==> src/common/gpe_params.svh <==
`ifndef GPE_PARAMS_SVH
`define GPE_PARAMS_SVH

`define GPE_OFF_INDEX       5'h0E
`define GPE_OFF_STATUS      5'h10
`define GPE_OFF_ENABLE      5'h12
`define GPE_OFF_DATA        5'h14
`define GPE_OFF_RSVD        5'h18

`define GPE_IDX_NOP         16'h0000
`define GPE_IDX_GPIO_BASE   16'h0010
`define GPE_IDX_GPIO_LAST   16'h0017
`define GPE_IDX_IRQ_BASE    16'h0030
`define GPE_IDX_IRQ_LAST    16'h003F
`define GPE_IDX_GLOBAL_LOCK 16'h0040
`define GPE_IDX_SCI_IRQ     16'h0041
`define GPE_IDX_READ_EN     16'h0042
`define GPE_IDX_ATOMIC      16'h0043
`define GPE_IDX_VIDEO       16'h0050
`define GPE_IDX_SOFT_BASE   16'h0060
`define GPE_IDX_SOFT_LAST   16'h0063
`define GPE_IDX_AUDIO       16'h0064

`define GPE_TGT_NONE        8'h00
`define GPE_TGT_PWRBTN      8'h01
`define GPE_TGT_SLPBTN      8'h02
`define GPE_TGT_ALARM       8'h0A
`define GPE_TGT_GPE_HI      4'h1

`define GPE_MAP_EDGE_BIT    8
`define GPE_MAP_BOTH_BIT    9
`define GPE_MAP_WAKE_BIT    12

`define GPE_SCI_IRQ_RST     4'h9
`define GPE_IRQ8_NUM        8
`define GPE_IRQ8_MAP_RST    8'h0A

`endif

==> src/common/gpe_pkg.sv <==
package gpe_pkg;

  typedef logic [15:0] gpe_word_t;
  typedef logic [31:0] gpe_dword_t;

  typedef enum logic [3:0] {
    GPE_K_INVALID,
    GPE_K_NOP,
    GPE_K_GPIO,
    GPE_K_IRQ,
    GPE_K_GLOCK,
    GPE_K_SCI_IRQ,
    GPE_K_READ_EN,
    GPE_K_ATOMIC,
    GPE_K_VIDEO,
    GPE_K_SOFT,
    GPE_K_AUDIO
  } gpe_kind_t;

endpackage : gpe_pkg

==> src/rtl/gpe_sync.sv <==
`timescale 1ns/1ps
`default_nettype none

module gpe_sync #(
  parameter int W = 8
) (
  input  wire logic         clk_i,
  input  wire logic         resetn_i,
  input  wire logic [W-1:0] pin_i,
  output logic      [W-1:0] rise_o,
  output logic      [W-1:0] fall_o
);

  logic [W-1:0] s1;
  logic [W-1:0] s2;
  logic [W-1:0] s3;
  logic [W-1:0] lvl;
  logic [W-1:0] next_lvl;

  // A level is accepted only once the second and third stages agree.
  always_comb begin
    next_lvl = (~(s2 ^ s3) & s3) | ((s2 ^ s3) & lvl);
    rise_o   = next_lvl & ~lvl;
    fall_o   = ~next_lvl & lvl;
  end

  always_ff @(posedge clk_i) begin
    if (!resetn_i) begin
      s1  <= '0;
      s2  <= '0;
      s3  <= '0;
      lvl <= '0;
    end else begin
      s1  <= pin_i;
      s2  <= s1;
      s3  <= s2;
      lvl <= next_lvl;
    end
  end

endmodule : gpe_sync

`default_nettype wire

==> src/rtl/gpe_regs.sv <==
`timescale 1ns/1ps
`default_nettype none
`include "gpe_params.svh"

module gpe_regs #(
  parameter int N_GPIO = 8,
  parameter int N_IRQ  = 16
) (
  input  wire logic              clk_i,
  input  wire logic              resetn_i,
  input  wire logic [4:0]        io_addr_i,
  input  wire logic              io_wr_i,
  input  wire logic              io_rd_i,
  input  wire gpe_pkg::gpe_dword_t io_wdata_i,
  output var gpe_pkg::gpe_dword_t io_rdata_o,
  output logic                   io_rvalid_o,
  input  wire logic [N_GPIO-1:0] gpio_i,
  input  wire logic [N_IRQ-1:0]  irq_i,
  input  wire logic              sleeping_i,
  output logic                   sci_o,
  output logic [3:0]             sci_irq_o,
  output logic                   pwr_button_o,
  output logic                   sleep_button_o,
  output logic                   alarm_wake_o,
  output logic                   global_lock_set_o,
  output logic                   power_reads_en_o,
  output logic                   atomic_io_start_o,
  output var gpe_pkg::gpe_dword_t atomic_io_addr_o,
  output logic                   soft_call_o,
  output logic [1:0]             soft_call_num_o,
  output logic                   video_power_o,
  output logic                   audio_power_o
);

  import gpe_pkg::*;

  // ------------------------------------------------------------
  // Index decoding
  // ------------------------------------------------------------
  function automatic gpe_kind_t classify(input gpe_word_t idx);
    if (idx == `GPE_IDX_NOP)
      return GPE_K_NOP;
    if (idx >= `GPE_IDX_GPIO_BASE && idx <= `GPE_IDX_GPIO_LAST)
      return GPE_K_GPIO;
    if (idx >= `GPE_IDX_IRQ_BASE && idx <= `GPE_IDX_IRQ_LAST)
      return GPE_K_IRQ;
    if (idx == `GPE_IDX_GLOBAL_LOCK)
      return GPE_K_GLOCK;
    if (idx == `GPE_IDX_SCI_IRQ)
      return GPE_K_SCI_IRQ;
    if (idx == `GPE_IDX_READ_EN)
      return GPE_K_READ_EN;
    if (idx == `GPE_IDX_ATOMIC)
      return GPE_K_ATOMIC;
    if (idx == `GPE_IDX_VIDEO)
      return GPE_K_VIDEO;
    if (idx >= `GPE_IDX_SOFT_BASE && idx <= `GPE_IDX_SOFT_LAST)
      return GPE_K_SOFT;
    if (idx == `GPE_IDX_AUDIO)
      return GPE_K_AUDIO;
    return GPE_K_INVALID;
  endfunction : classify

  function automatic logic sci_irq_ok(input logic [31:0] v);
    return (v >= 32'd3 && v <= 32'd7) || (v >= 32'd9 && v <= 32'd12) ||
           v == 32'd14 || v == 32'd15;
  endfunction : sci_irq_ok

  // ------------------------------------------------------------
  // Input synchronisers
  // ------------------------------------------------------------
  logic [N_GPIO-1:0] gpio_rise;
  logic [N_GPIO-1:0] gpio_fall;
  logic [N_IRQ-1:0]  irq_rise;

  gpe_sync #(.W(N_GPIO)) u_gpio_sync (
    .clk_i    (clk_i),
    .resetn_i (resetn_i),
    .pin_i    (gpio_i),
    .rise_o   (gpio_rise),
    .fall_o   (gpio_fall)
  );

  gpe_sync #(.W(N_IRQ)) u_irq_sync (
    .clk_i    (clk_i),
    .resetn_i (resetn_i),
    .pin_i    (irq_i),
    .rise_o   (irq_rise),
    .fall_o   ()
  );

  // ------------------------------------------------------------
  // State
  // ------------------------------------------------------------
  gpe_word_t        setup_index;
  gpe_word_t        gp_event_status;
  gpe_word_t        gp_event_enable;
  gpe_word_t        gpio_map [N_GPIO];
  logic [7:0]       irq_map  [N_IRQ];
  gpe_word_t        next_setup_index;
  gpe_word_t        next_status;
  gpe_word_t        next_enable;
  gpe_word_t        next_gpio_map [N_GPIO];
  logic [7:0]       next_irq_map  [N_IRQ];
  logic [3:0]       next_sci_irq;
  logic             next_reads_en;
  logic             next_video;
  logic             next_audio;
  logic             next_glock;
  logic             next_atomic;
  gpe_dword_t       next_atomic_addr;
  logic             next_soft;
  logic [1:0]       next_soft_num;
  logic             next_pwr;
  logic             next_slp;
  logic             next_alarm;
  gpe_word_t        ev_set;
  gpe_dword_t       next_rdata;
  gpe_kind_t        cur_kind;
  gpe_kind_t        wr_kind;
  logic             wr_index;
  logic             wr_data;
  logic [3:0]       sub;

  assign cur_kind = classify(setup_index);
  assign wr_kind  = classify(io_wdata_i[15:0]);
  assign wr_index = io_wr_i && io_addr_i == `GPE_OFF_INDEX;
  assign wr_data  = io_wr_i && io_addr_i == `GPE_OFF_DATA;
  assign sub      = setup_index[3:0];

  // ------------------------------------------------------------
  // Event routing
  // ------------------------------------------------------------
  always_comb begin
    logic edge_hit;
    logic [7:0] tgt;
    edge_hit   = 1'b0;
    tgt        = '0;
    ev_set     = '0;
    next_pwr   = 1'b0;
    next_slp   = 1'b0;
    next_alarm = 1'b0;
    for (int g = 0; g < N_GPIO; g++) begin
      tgt = gpio_map[g][7:0];
      // Both-edge sensing serves a lid switch, which must flag every change.
      edge_hit = gpio_map[g][`GPE_MAP_BOTH_BIT] ?
                 (gpio_rise[g] | gpio_fall[g]) :
                 (gpio_map[g][`GPE_MAP_EDGE_BIT] ? gpio_rise[g]
                                                  : gpio_fall[g]);
      if (gpio_map[g][`GPE_MAP_WAKE_BIT] && !sleeping_i)
        edge_hit = 1'b0;
      if (edge_hit) begin
        if (tgt[7:4] == `GPE_TGT_GPE_HI)
          ev_set[tgt[3:0]] = 1'b1;
        if (tgt == `GPE_TGT_PWRBTN)
          next_pwr = 1'b1;
        if (tgt == `GPE_TGT_SLPBTN)
          next_slp = 1'b1;
      end
    end
    // Wakeup mappings only act while the system sleeps.
    for (int i = 0; i < N_IRQ; i++) begin
      if (irq_rise[i] && sleeping_i) begin
        if (irq_map[i][7:4] == `GPE_TGT_GPE_HI)
          ev_set[irq_map[i][3:0]] = 1'b1;
        if (irq_map[i] == `GPE_TGT_ALARM)
          next_alarm = 1'b1;
      end
    end
  end

  // ------------------------------------------------------------
  // Register writes and commands
  // ------------------------------------------------------------
  always_comb begin
    next_setup_index = setup_index;
    next_enable      = gp_event_enable;
    next_gpio_map    = gpio_map;
    next_irq_map     = irq_map;
    next_sci_irq     = sci_irq_o;
    next_reads_en    = power_reads_en_o;
    next_video       = video_power_o;
    next_audio       = audio_power_o;
    next_glock       = 1'b0;
    next_atomic      = 1'b0;
    next_atomic_addr = atomic_io_addr_o;
    next_soft        = 1'b0;
    next_soft_num    = soft_call_num_o;
    // A set arriving with a clearing write survives the clear.
    next_status = gp_event_status;
    if (io_wr_i && io_addr_i == `GPE_OFF_STATUS)
      next_status = next_status & ~io_wdata_i[15:0];
    next_status = next_status | ev_set;
    if (io_wr_i && io_addr_i == `GPE_OFF_ENABLE)
      next_enable = io_wdata_i[15:0];
    if (wr_index && wr_kind != GPE_K_INVALID) begin
      next_setup_index = io_wdata_i[15:0];
      unique case (wr_kind)
        GPE_K_GLOCK: next_glock = 1'b1;
        GPE_K_READ_EN: next_reads_en = 1'b1;
        GPE_K_SOFT: begin
          next_soft     = 1'b1;
          next_soft_num = io_wdata_i[1:0];
        end
        default: ;
      endcase
    end
    if (wr_data) begin
      unique case (cur_kind)
        GPE_K_GPIO: next_gpio_map[sub[2:0]] = io_wdata_i[15:0];
        GPE_K_IRQ: next_irq_map[sub] = io_wdata_i[7:0];
        GPE_K_SCI_IRQ:
          if (sci_irq_ok(io_wdata_i))
            next_sci_irq = io_wdata_i[3:0];
        GPE_K_ATOMIC: begin
          next_atomic      = 1'b1;
          next_atomic_addr = io_wdata_i;
        end
        GPE_K_VIDEO:
          if (io_wdata_i <= 32'd1)
            next_video = io_wdata_i[0];
        GPE_K_AUDIO:
          if (io_wdata_i <= 32'd1)
            next_audio = io_wdata_i[0];
        default: ;
      endcase
    end
  end

  // ------------------------------------------------------------
  // Read path
  // ------------------------------------------------------------
  always_comb begin
    next_rdata = '0;
    unique case (io_addr_i)
      `GPE_OFF_INDEX:  next_rdata = {16'h0000, setup_index};
      `GPE_OFF_STATUS: next_rdata = {16'h0000, gp_event_status};
      `GPE_OFF_ENABLE: next_rdata = {16'h0000, gp_event_enable};
      `GPE_OFF_DATA: begin
        unique case (cur_kind)
          GPE_K_GPIO: next_rdata = {16'h0000, gpio_map[sub[2:0]]};
          GPE_K_IRQ: next_rdata = {24'h000000, irq_map[sub]};
          GPE_K_SCI_IRQ: next_rdata = {28'h0000000, sci_irq_o};
          GPE_K_READ_EN: next_rdata = {31'h00000000, power_reads_en_o};
          GPE_K_ATOMIC: next_rdata = atomic_io_addr_o;
          GPE_K_VIDEO: next_rdata = {31'h00000000, video_power_o};
          GPE_K_AUDIO: next_rdata = {31'h00000000, audio_power_o};
          default: next_rdata = '0;
        endcase
      end
      default: next_rdata = '0;
    endcase
  end

  // ------------------------------------------------------------
  // Registers
  // ------------------------------------------------------------
  always_ff @(posedge clk_i) begin
    if (!resetn_i) begin
      setup_index       <= 16'h0000;
      gp_event_status   <= 16'h0000;
      gp_event_enable   <= 16'h0000;
      for (int g = 0; g < N_GPIO; g++)
        gpio_map[g] <= 16'h0000;
      for (int i = 0; i < N_IRQ; i++)
        irq_map[i] <= (i == `GPE_IRQ8_NUM) ? `GPE_IRQ8_MAP_RST : 8'h00;
      sci_irq_o         <= `GPE_SCI_IRQ_RST;
      power_reads_en_o  <= 1'b0;
      video_power_o     <= 1'b0;
      audio_power_o     <= 1'b0;
      global_lock_set_o <= 1'b0;
      atomic_io_start_o <= 1'b0;
      atomic_io_addr_o  <= 32'h00000000;
      soft_call_o       <= 1'b0;
      soft_call_num_o   <= 2'h0;
      pwr_button_o      <= 1'b0;
      sleep_button_o    <= 1'b0;
      alarm_wake_o      <= 1'b0;
      sci_o             <= 1'b0;
      io_rdata_o        <= 32'h00000000;
      io_rvalid_o       <= 1'b0;
    end else begin
      setup_index       <= next_setup_index;
      gp_event_status   <= next_status;
      gp_event_enable   <= next_enable;
      gpio_map          <= next_gpio_map;
      irq_map           <= next_irq_map;
      sci_irq_o         <= next_sci_irq;
      power_reads_en_o  <= next_reads_en;
      video_power_o     <= next_video;
      audio_power_o     <= next_audio;
      global_lock_set_o <= next_glock;
      atomic_io_start_o <= next_atomic;
      atomic_io_addr_o  <= next_atomic_addr;
      soft_call_o       <= next_soft;
      soft_call_num_o   <= next_soft_num;
      pwr_button_o      <= next_pwr;
      sleep_button_o    <= next_slp;
      alarm_wake_o      <= next_alarm;
      // Level from enabled status, plus a one-cycle pulse for the lock.
      sci_o <= |(next_status & next_enable) | next_glock;
      io_rdata_o        <= io_rd_i ? next_rdata : 32'h00000000;
      io_rvalid_o       <= io_rd_i;
    end
  end

endmodule : gpe_regs

`default_nettype wire

==> config.mk <==
export PLATFORM = sky130hd
export DESIGN_NAME = gpe_regs
export DESIGN_NICKNAME = d
export VERILOG_FILES = /design/src/common/gpe_pkg.sv /design/src/rtl/gpe_sync.sv /design/src/rtl/gpe_regs.sv
export VERILOG_INCLUDE_DIRS = /design/src /design/src/common
export SDC_FILE = /design/constraint.sdc
export NUM_CORES = 1
export LEC_CHECK = 0
export BUFFER_PORTS_ARGS = -buffer_cell sky130_fd_sc_hd__buf_2
export CORE_MARGIN = 1.5
export CORE_UTILIZATION = 45
export CTS_CLUSTER_SIZE = 25
export DETAILED_ROUTE_END_ITERATION = 16
export SYNTH_ARGS = -nofsm -noshare
export SYNTH_HDL_FRONTEND = slang
export SYNTH_SLANG_ARGS = --single-unit
==> constraint.sdc <==
create_clock -name clk_i -period 3.7 [get_ports clk_i]
set_input_delay 0.74 -clock clk_i [delete_from_list [all_inputs] [get_ports clk_i]]
set_output_delay 0.74 -clock clk_i [all_outputs]
set_load 0.03 [all_outputs]
==> metrics.log <==
[metrics] sequential share of power: 0.479
[metrics] HPWL reported at the end of detailed placement: 94000 um
[metrics] number of standard cells in the layout, taps in and fillers out: 4015
[metrics] count of final max-slew check failures: 0
[metrics] setup TNS: -0.0577 ns
[metrics] DP Cell Count: 3916
[metrics] number of cells traversed by the worst register-to-register path: 12
[metrics] number of global-route vias before repair: 24600
[metrics] DRT met1 WL: 46100 um
[metrics] Post-Syn Nets: 3028
[metrics] highest achievable clock rate: 266 MHz
[metrics] type of origin of the critical path: register
[metrics] number of sinks driven by the clock tree: 481
[metrics] sequential element share of the synthesized area: 0.391
[metrics] maximum number of buffers from clock root to sink: 3
[metrics] flip-flop and latch count after synthesis: 481
[metrics] pin count of the biggest net entering global routing: 125
[metrics] starting utilization of the core area: 0.456
[metrics] Finished Cell Area: 30200 sq um
[metrics] arrival time of data at the critical path endpoint: 4.25 ns
[metrics] setup slack at placement: -0.679 ns
[metrics] max layer used: met5
[metrics] cell taking the most area after synthesis: sky130_fd_sc_hd__dfxtp_1
[metrics] setup-violating endpoint count in the final report: 1
[metrics] total routing usage reported by global routing: 0.425
[metrics] source-to-sink clock delay at the later pin of the worst-skew pair: 0.62 ns
[metrics] height of the die: 237 um
[metrics] share of layout cells above drive strength 1: 0.226
[metrics] leak pwr: 11.1 nW
[metrics] DRT Pass-1 Iters: 8
[metrics] IO Count: 147
[metrics] average wire per standard cell: 30.2 um
[metrics] startpoint of the worst-slack reg-to-reg timing path: u_gpio_sync.lvl[4]
[metrics] initial antenna violation count: 3
[metrics] combinational share of power: 0.033
[metrics] outcome: finished, violations left
[metrics] simple-gate portion of the synthesized area: 0.289
[metrics] failing checks: negative setup slack
[metrics] commonest non-fill, non-tap cell in the layout: sky130_fd_sc_hd__dfxtp_1
[metrics] number of DRC violations after detailed-routing iteration 0: 3088
[metrics] share of the synthesized area in compound gates (AO/OA/AOI/OAI): 0.136
[metrics] count of maximum capacitance violations: 0
[metrics] FFs w/ async S/R, synth: 0
[metrics] worst-case headroom to the max-slew limit: 0.0804
[metrics] area share of fa/ha/maj cells after synthesis: 0.0118
[metrics] Critical Path Sink: sci_o
[metrics] wire length of the first global-routing pass: 173000 um
[metrics] leading cell types by total area after synthesis: sky130_fd_sc_hd__dfxtp_1 39%, sky130_fd_sc_hd__mux4_2 6.6%, sky130_fd_sc_hd__mux2i_1 6.3%, sky130_fd_sc_hd__nand2_1 6.0%, sky130_fd_sc_hd__a21oi_1 5.2%
[metrics] beginning of the critical path: u_gpio_sync.lvl[4]
[metrics] remaining antenna violation count after routing: 0
[metrics] CTS buffer count: 51
[metrics] Pwr per Cell Area: 361 nW/um^2
[metrics] Placed Instance Area: 28200 sq um
[metrics] CTS tree: yes
[metrics] largest family of logic cells by synthesized area: simple AND/OR/NAND/NOR gates
[metrics] chip width: 237 um
[metrics] maximum ir drop on the vdd rail: 0.392 mV
[metrics] kind of critical path: reg2reg
[metrics] sum of met2 wire segment lengths after detailed routing: 54900 um
[metrics] commonest register cell after synthesis: sky130_fd_sc_hd__dfxtp_1
[metrics] critical register-to-register path endpoint: sci_o
[metrics] Post-Synthesis Mean Instance Area: 8.35 sq um
[metrics] worst reg2reg setup slack: -0.06 ns
[metrics] synth-to-layout area growth: 22.7%
[metrics] total of warnings raised by yosys: 0
[metrics] Clk network pwr share: 0.488
[metrics] vias after detailed routing: 25800
[metrics] switching fraction of total power: 0.237
[metrics] number of hold violations in the final report: 0
[metrics] fraction of synthesized area in multiplexers: 0.130
[metrics] drt via density: 6.42
[metrics] # rows: 85
[metrics] number of enable-type register cells in the synthesized netlist: 0
[metrics] area enclosed by the die boundary: 56100 sq um
[metrics] commonest cells after routing, fill and taps aside: 478 x sky130_fd_sc_hd__dfxtp_1, 395 x sky130_fd_sc_hd__nand2_1, 330 x sky130_fd_sc_hd__buf_4, 319 x sky130_fd_sc_hd__nor2_1, 255 x sky130_fd_sc_hd__a21oi_1
[metrics] Period minus WS final: 3.76 ns
[metrics] Net count, final: 3359
[metrics] net switching power figure: 2.58 mW
[metrics] Power Internal: 8.33 mW
[metrics] synthesized area: 24600 sq um
[metrics] minimum hold slack: 0.327 ns
[metrics] unrepaired setup endpoints after global routing: yes
[metrics] Finished Core Util: 0.560
[metrics] final period utilization: 1.02
[metrics] Distinct cells, synth: 88
[metrics] hold-fix buffer count after cts: 0
[metrics] xor and xnor area share after synthesis: 0
[metrics] CTS root buf: sky130_fd_sc_hd__clkbuf_16
[metrics] Routed met3 length: 10300 um
[metrics] class of the most critical hold timing path: in2reg
[metrics] post-layout worst setup margin: -0.0577 ns
[metrics] GP Congestion: 1.13
[metrics] total gr overflow: 0
[metrics] clk_skew: 0.0316 ns
[metrics] detailed-route wire length: 121000 um
[metrics] worst-margin pin slew: 1.36 ns
[metrics] number of instances in the synthesized netlist: 2946
[metrics] htree depth: 2
[metrics] total power of the final layout: 10.9 mW
[metrics] portion of synthesized cell area occupied by the leading cell type: 0.391
[metrics] core box area: 53900 sq um
[metrics] data required time at the worst endpoint: 4.19 ns
[metrics] worst-path maximum fanout: 4
[metrics] Clock transition at path regs: 0.07 ns
[metrics] count of unresolved DRC violations after routing: 0
[metrics] count of buffers inserted at the top-level ports: 146
[metrics] critical path capture point type: register
==> power by group through the flow <==
stage	Clock [mW]	Sequential (mW)	Combinational, mW
6_report	5.32	5.23	0.362
2_1_floorplan	0	5.34	0.173
3_3_place_gp	0	5.34	0.340
3_5_place_dp	0	5.34	0.347
5_1_grt	5.56	5.23	0.370
4_1_cts	5.35	5.23	0.348
==> layout make-up <==
cell class	instances	area, sq um
Inverter	45	176
Clock buffer	70	1440
Tap cell	696	871
Multi-Input combinational cell	2206	14300
Antenna cell	3	7.51
Fill cell	4859	23700
Timing Repair Buffer	492	3520
Clock inverter	22	287
Sequential cell	481	9640
==> cells in the mapped netlist (10+ instances only) <==
cell                        instances
sky130_fd_sc_hd__dfxtp_1          481
sky130_fd_sc_hd__nand2_1          395
sky130_fd_sc_hd__nor2_1           327
sky130_fd_sc_hd__a21oi_1          256
sky130_fd_sc_hd__clkbuf_1         179
sky130_fd_sc_hd__nand3_1          170
sky130_fd_sc_hd__mux2i_1          154
sky130_fd_sc_hd__and2_1            97
sky130_fd_sc_hd__nor3_1            75
sky130_fd_sc_hd__mux4_2            72
sky130_fd_sc_hd__o21ai_0           55
sky130_fd_sc_hd__nor4_1            54
sky130_fd_sc_hd__o22ai_1           44
sky130_fd_sc_hd__inv_1             43
sky130_fd_sc_hd__nand2b_1          42
sky130_fd_sc_hd__nand3b_1          31
sky130_fd_sc_hd__nor2b_1           26
sky130_fd_sc_hd__and3_1            25
sky130_fd_sc_hd__or3_1             25
sky130_fd_sc_hd__nand4_1           22
sky130_fd_sc_hd__nor4b_1           20
sky130_fd_sc_hd__buf_1             19
sky130_fd_sc_hd__o221ai_1          19
sky130_fd_sc_hd__or2_2             18
sky130_fd_sc_hd__o32ai_1           17
sky130_fd_sc_hd__ha_1              16
sky130_fd_sc_hd__or4_1             16
sky130_fd_sc_hd__nand4b_1          15
sky130_fd_sc_hd__and4b_1           14
sky130_fd_sc_hd__o2111ai_1         14
sky130_fd_sc_hd__o211ai_1          14
sky130_fd_sc_hd__a2111oi_0         12
sky130_fd_sc_hd__a211oi_1          12
sky130_fd_sc_hd__a31oi_1           12
sky130_fd_sc_hd__buf_2             12
sky130_fd_sc_hd__nor3b_1           10
==> critical path: stages (launching register included) <==
cell and delay (ns):
sky130_fd_sc_hd__dfxtp_1 0.32, sky130_fd_sc_hd__maj3_1 0.39, sky130_fd_sc_hd__ha_1 0.21, sky130_fd_sc_hd__mux2_2 0.29
sky130_fd_sc_hd__o2111ai_4 0.25, sky130_fd_sc_hd__buf_4 0.17, sky130_fd_sc_hd__nor4b_1 0.08, sky130_fd_sc_hd__a22o_1 0.31
sky130_fd_sc_hd__or3_1 0.42, sky130_fd_sc_hd__nor4_2 0.22, sky130_fd_sc_hd__nor2_1 0.09, sky130_fd_sc_hd__or4_1 0.48
sky130_fd_sc_hd__o41a_1 0.41
==> worst min path at each step <==
stage	startpoint	end	slack, ns	depth (start not counted)
CTS	gpio_i[3]	u_gpio_sync.s1[3]	0.31	2
finish	gpio_i[3]	u_gpio_sync.s1[3]	0.33	2
detailed placement	u_gpio_sync.s1[2]	u_gpio_sync.s2[2]	0.42	1
global placement	u_gpio_sync.s1[1]	u_gpio_sync.s2[1]	0.41	1
floorplan	u_gpio_sync.s1[0]	u_gpio_sync.s2[0]	0.41	1
global route	gpio_i[3]	u_gpio_sync.s1[3]	0.32	2
==> registers in the layout, indices dropped and copies added (netlist names), 16 cells and up <==
register / count
gpio_map: 128
io_rdata_o: 32
u_irq_sync.s3: 16
irq_map: 128
u_irq_sync.s1: 16
setup_index: 16
u_irq_sync.s2: 16
u_irq_sync.lvl: 16
gp_event_status: 16
atomic_io_addr_o: 32
gp_event_enable: 16
==> routing by layer <==
| layer | track usage | up-vias |
|---|---|---|
| li1 | - | 11300 |
| met1 | 0.522 | 12400 |
| met2 | 0.685 | 1641 |
| met3 | 0.0684 | 402 |
| met4 | 0.293 | 2 |
| met5 | 0 | - |
==> cells by family (layout without fill, tap and decap cells) <==
family          Yosys count  after routing
buf+inv                 259            629
other cells               0              3
mux                     230            230
flops                   481            481
fa+ha+maj                25             25
compound gates          535            535
simple gates           1416           1416
==> repair_timing <==
item / 4_1_cts / 5_1_grt
endpoints found under the setup margin: 1 / 1
hold endpoints to repair: 0 / 0
pin swaps: 12 / 0
resized for setup: 35 / 11
setup buffers: 3 / 1
cloned: 0 / 0
Power figures use the tool's default switching activity.
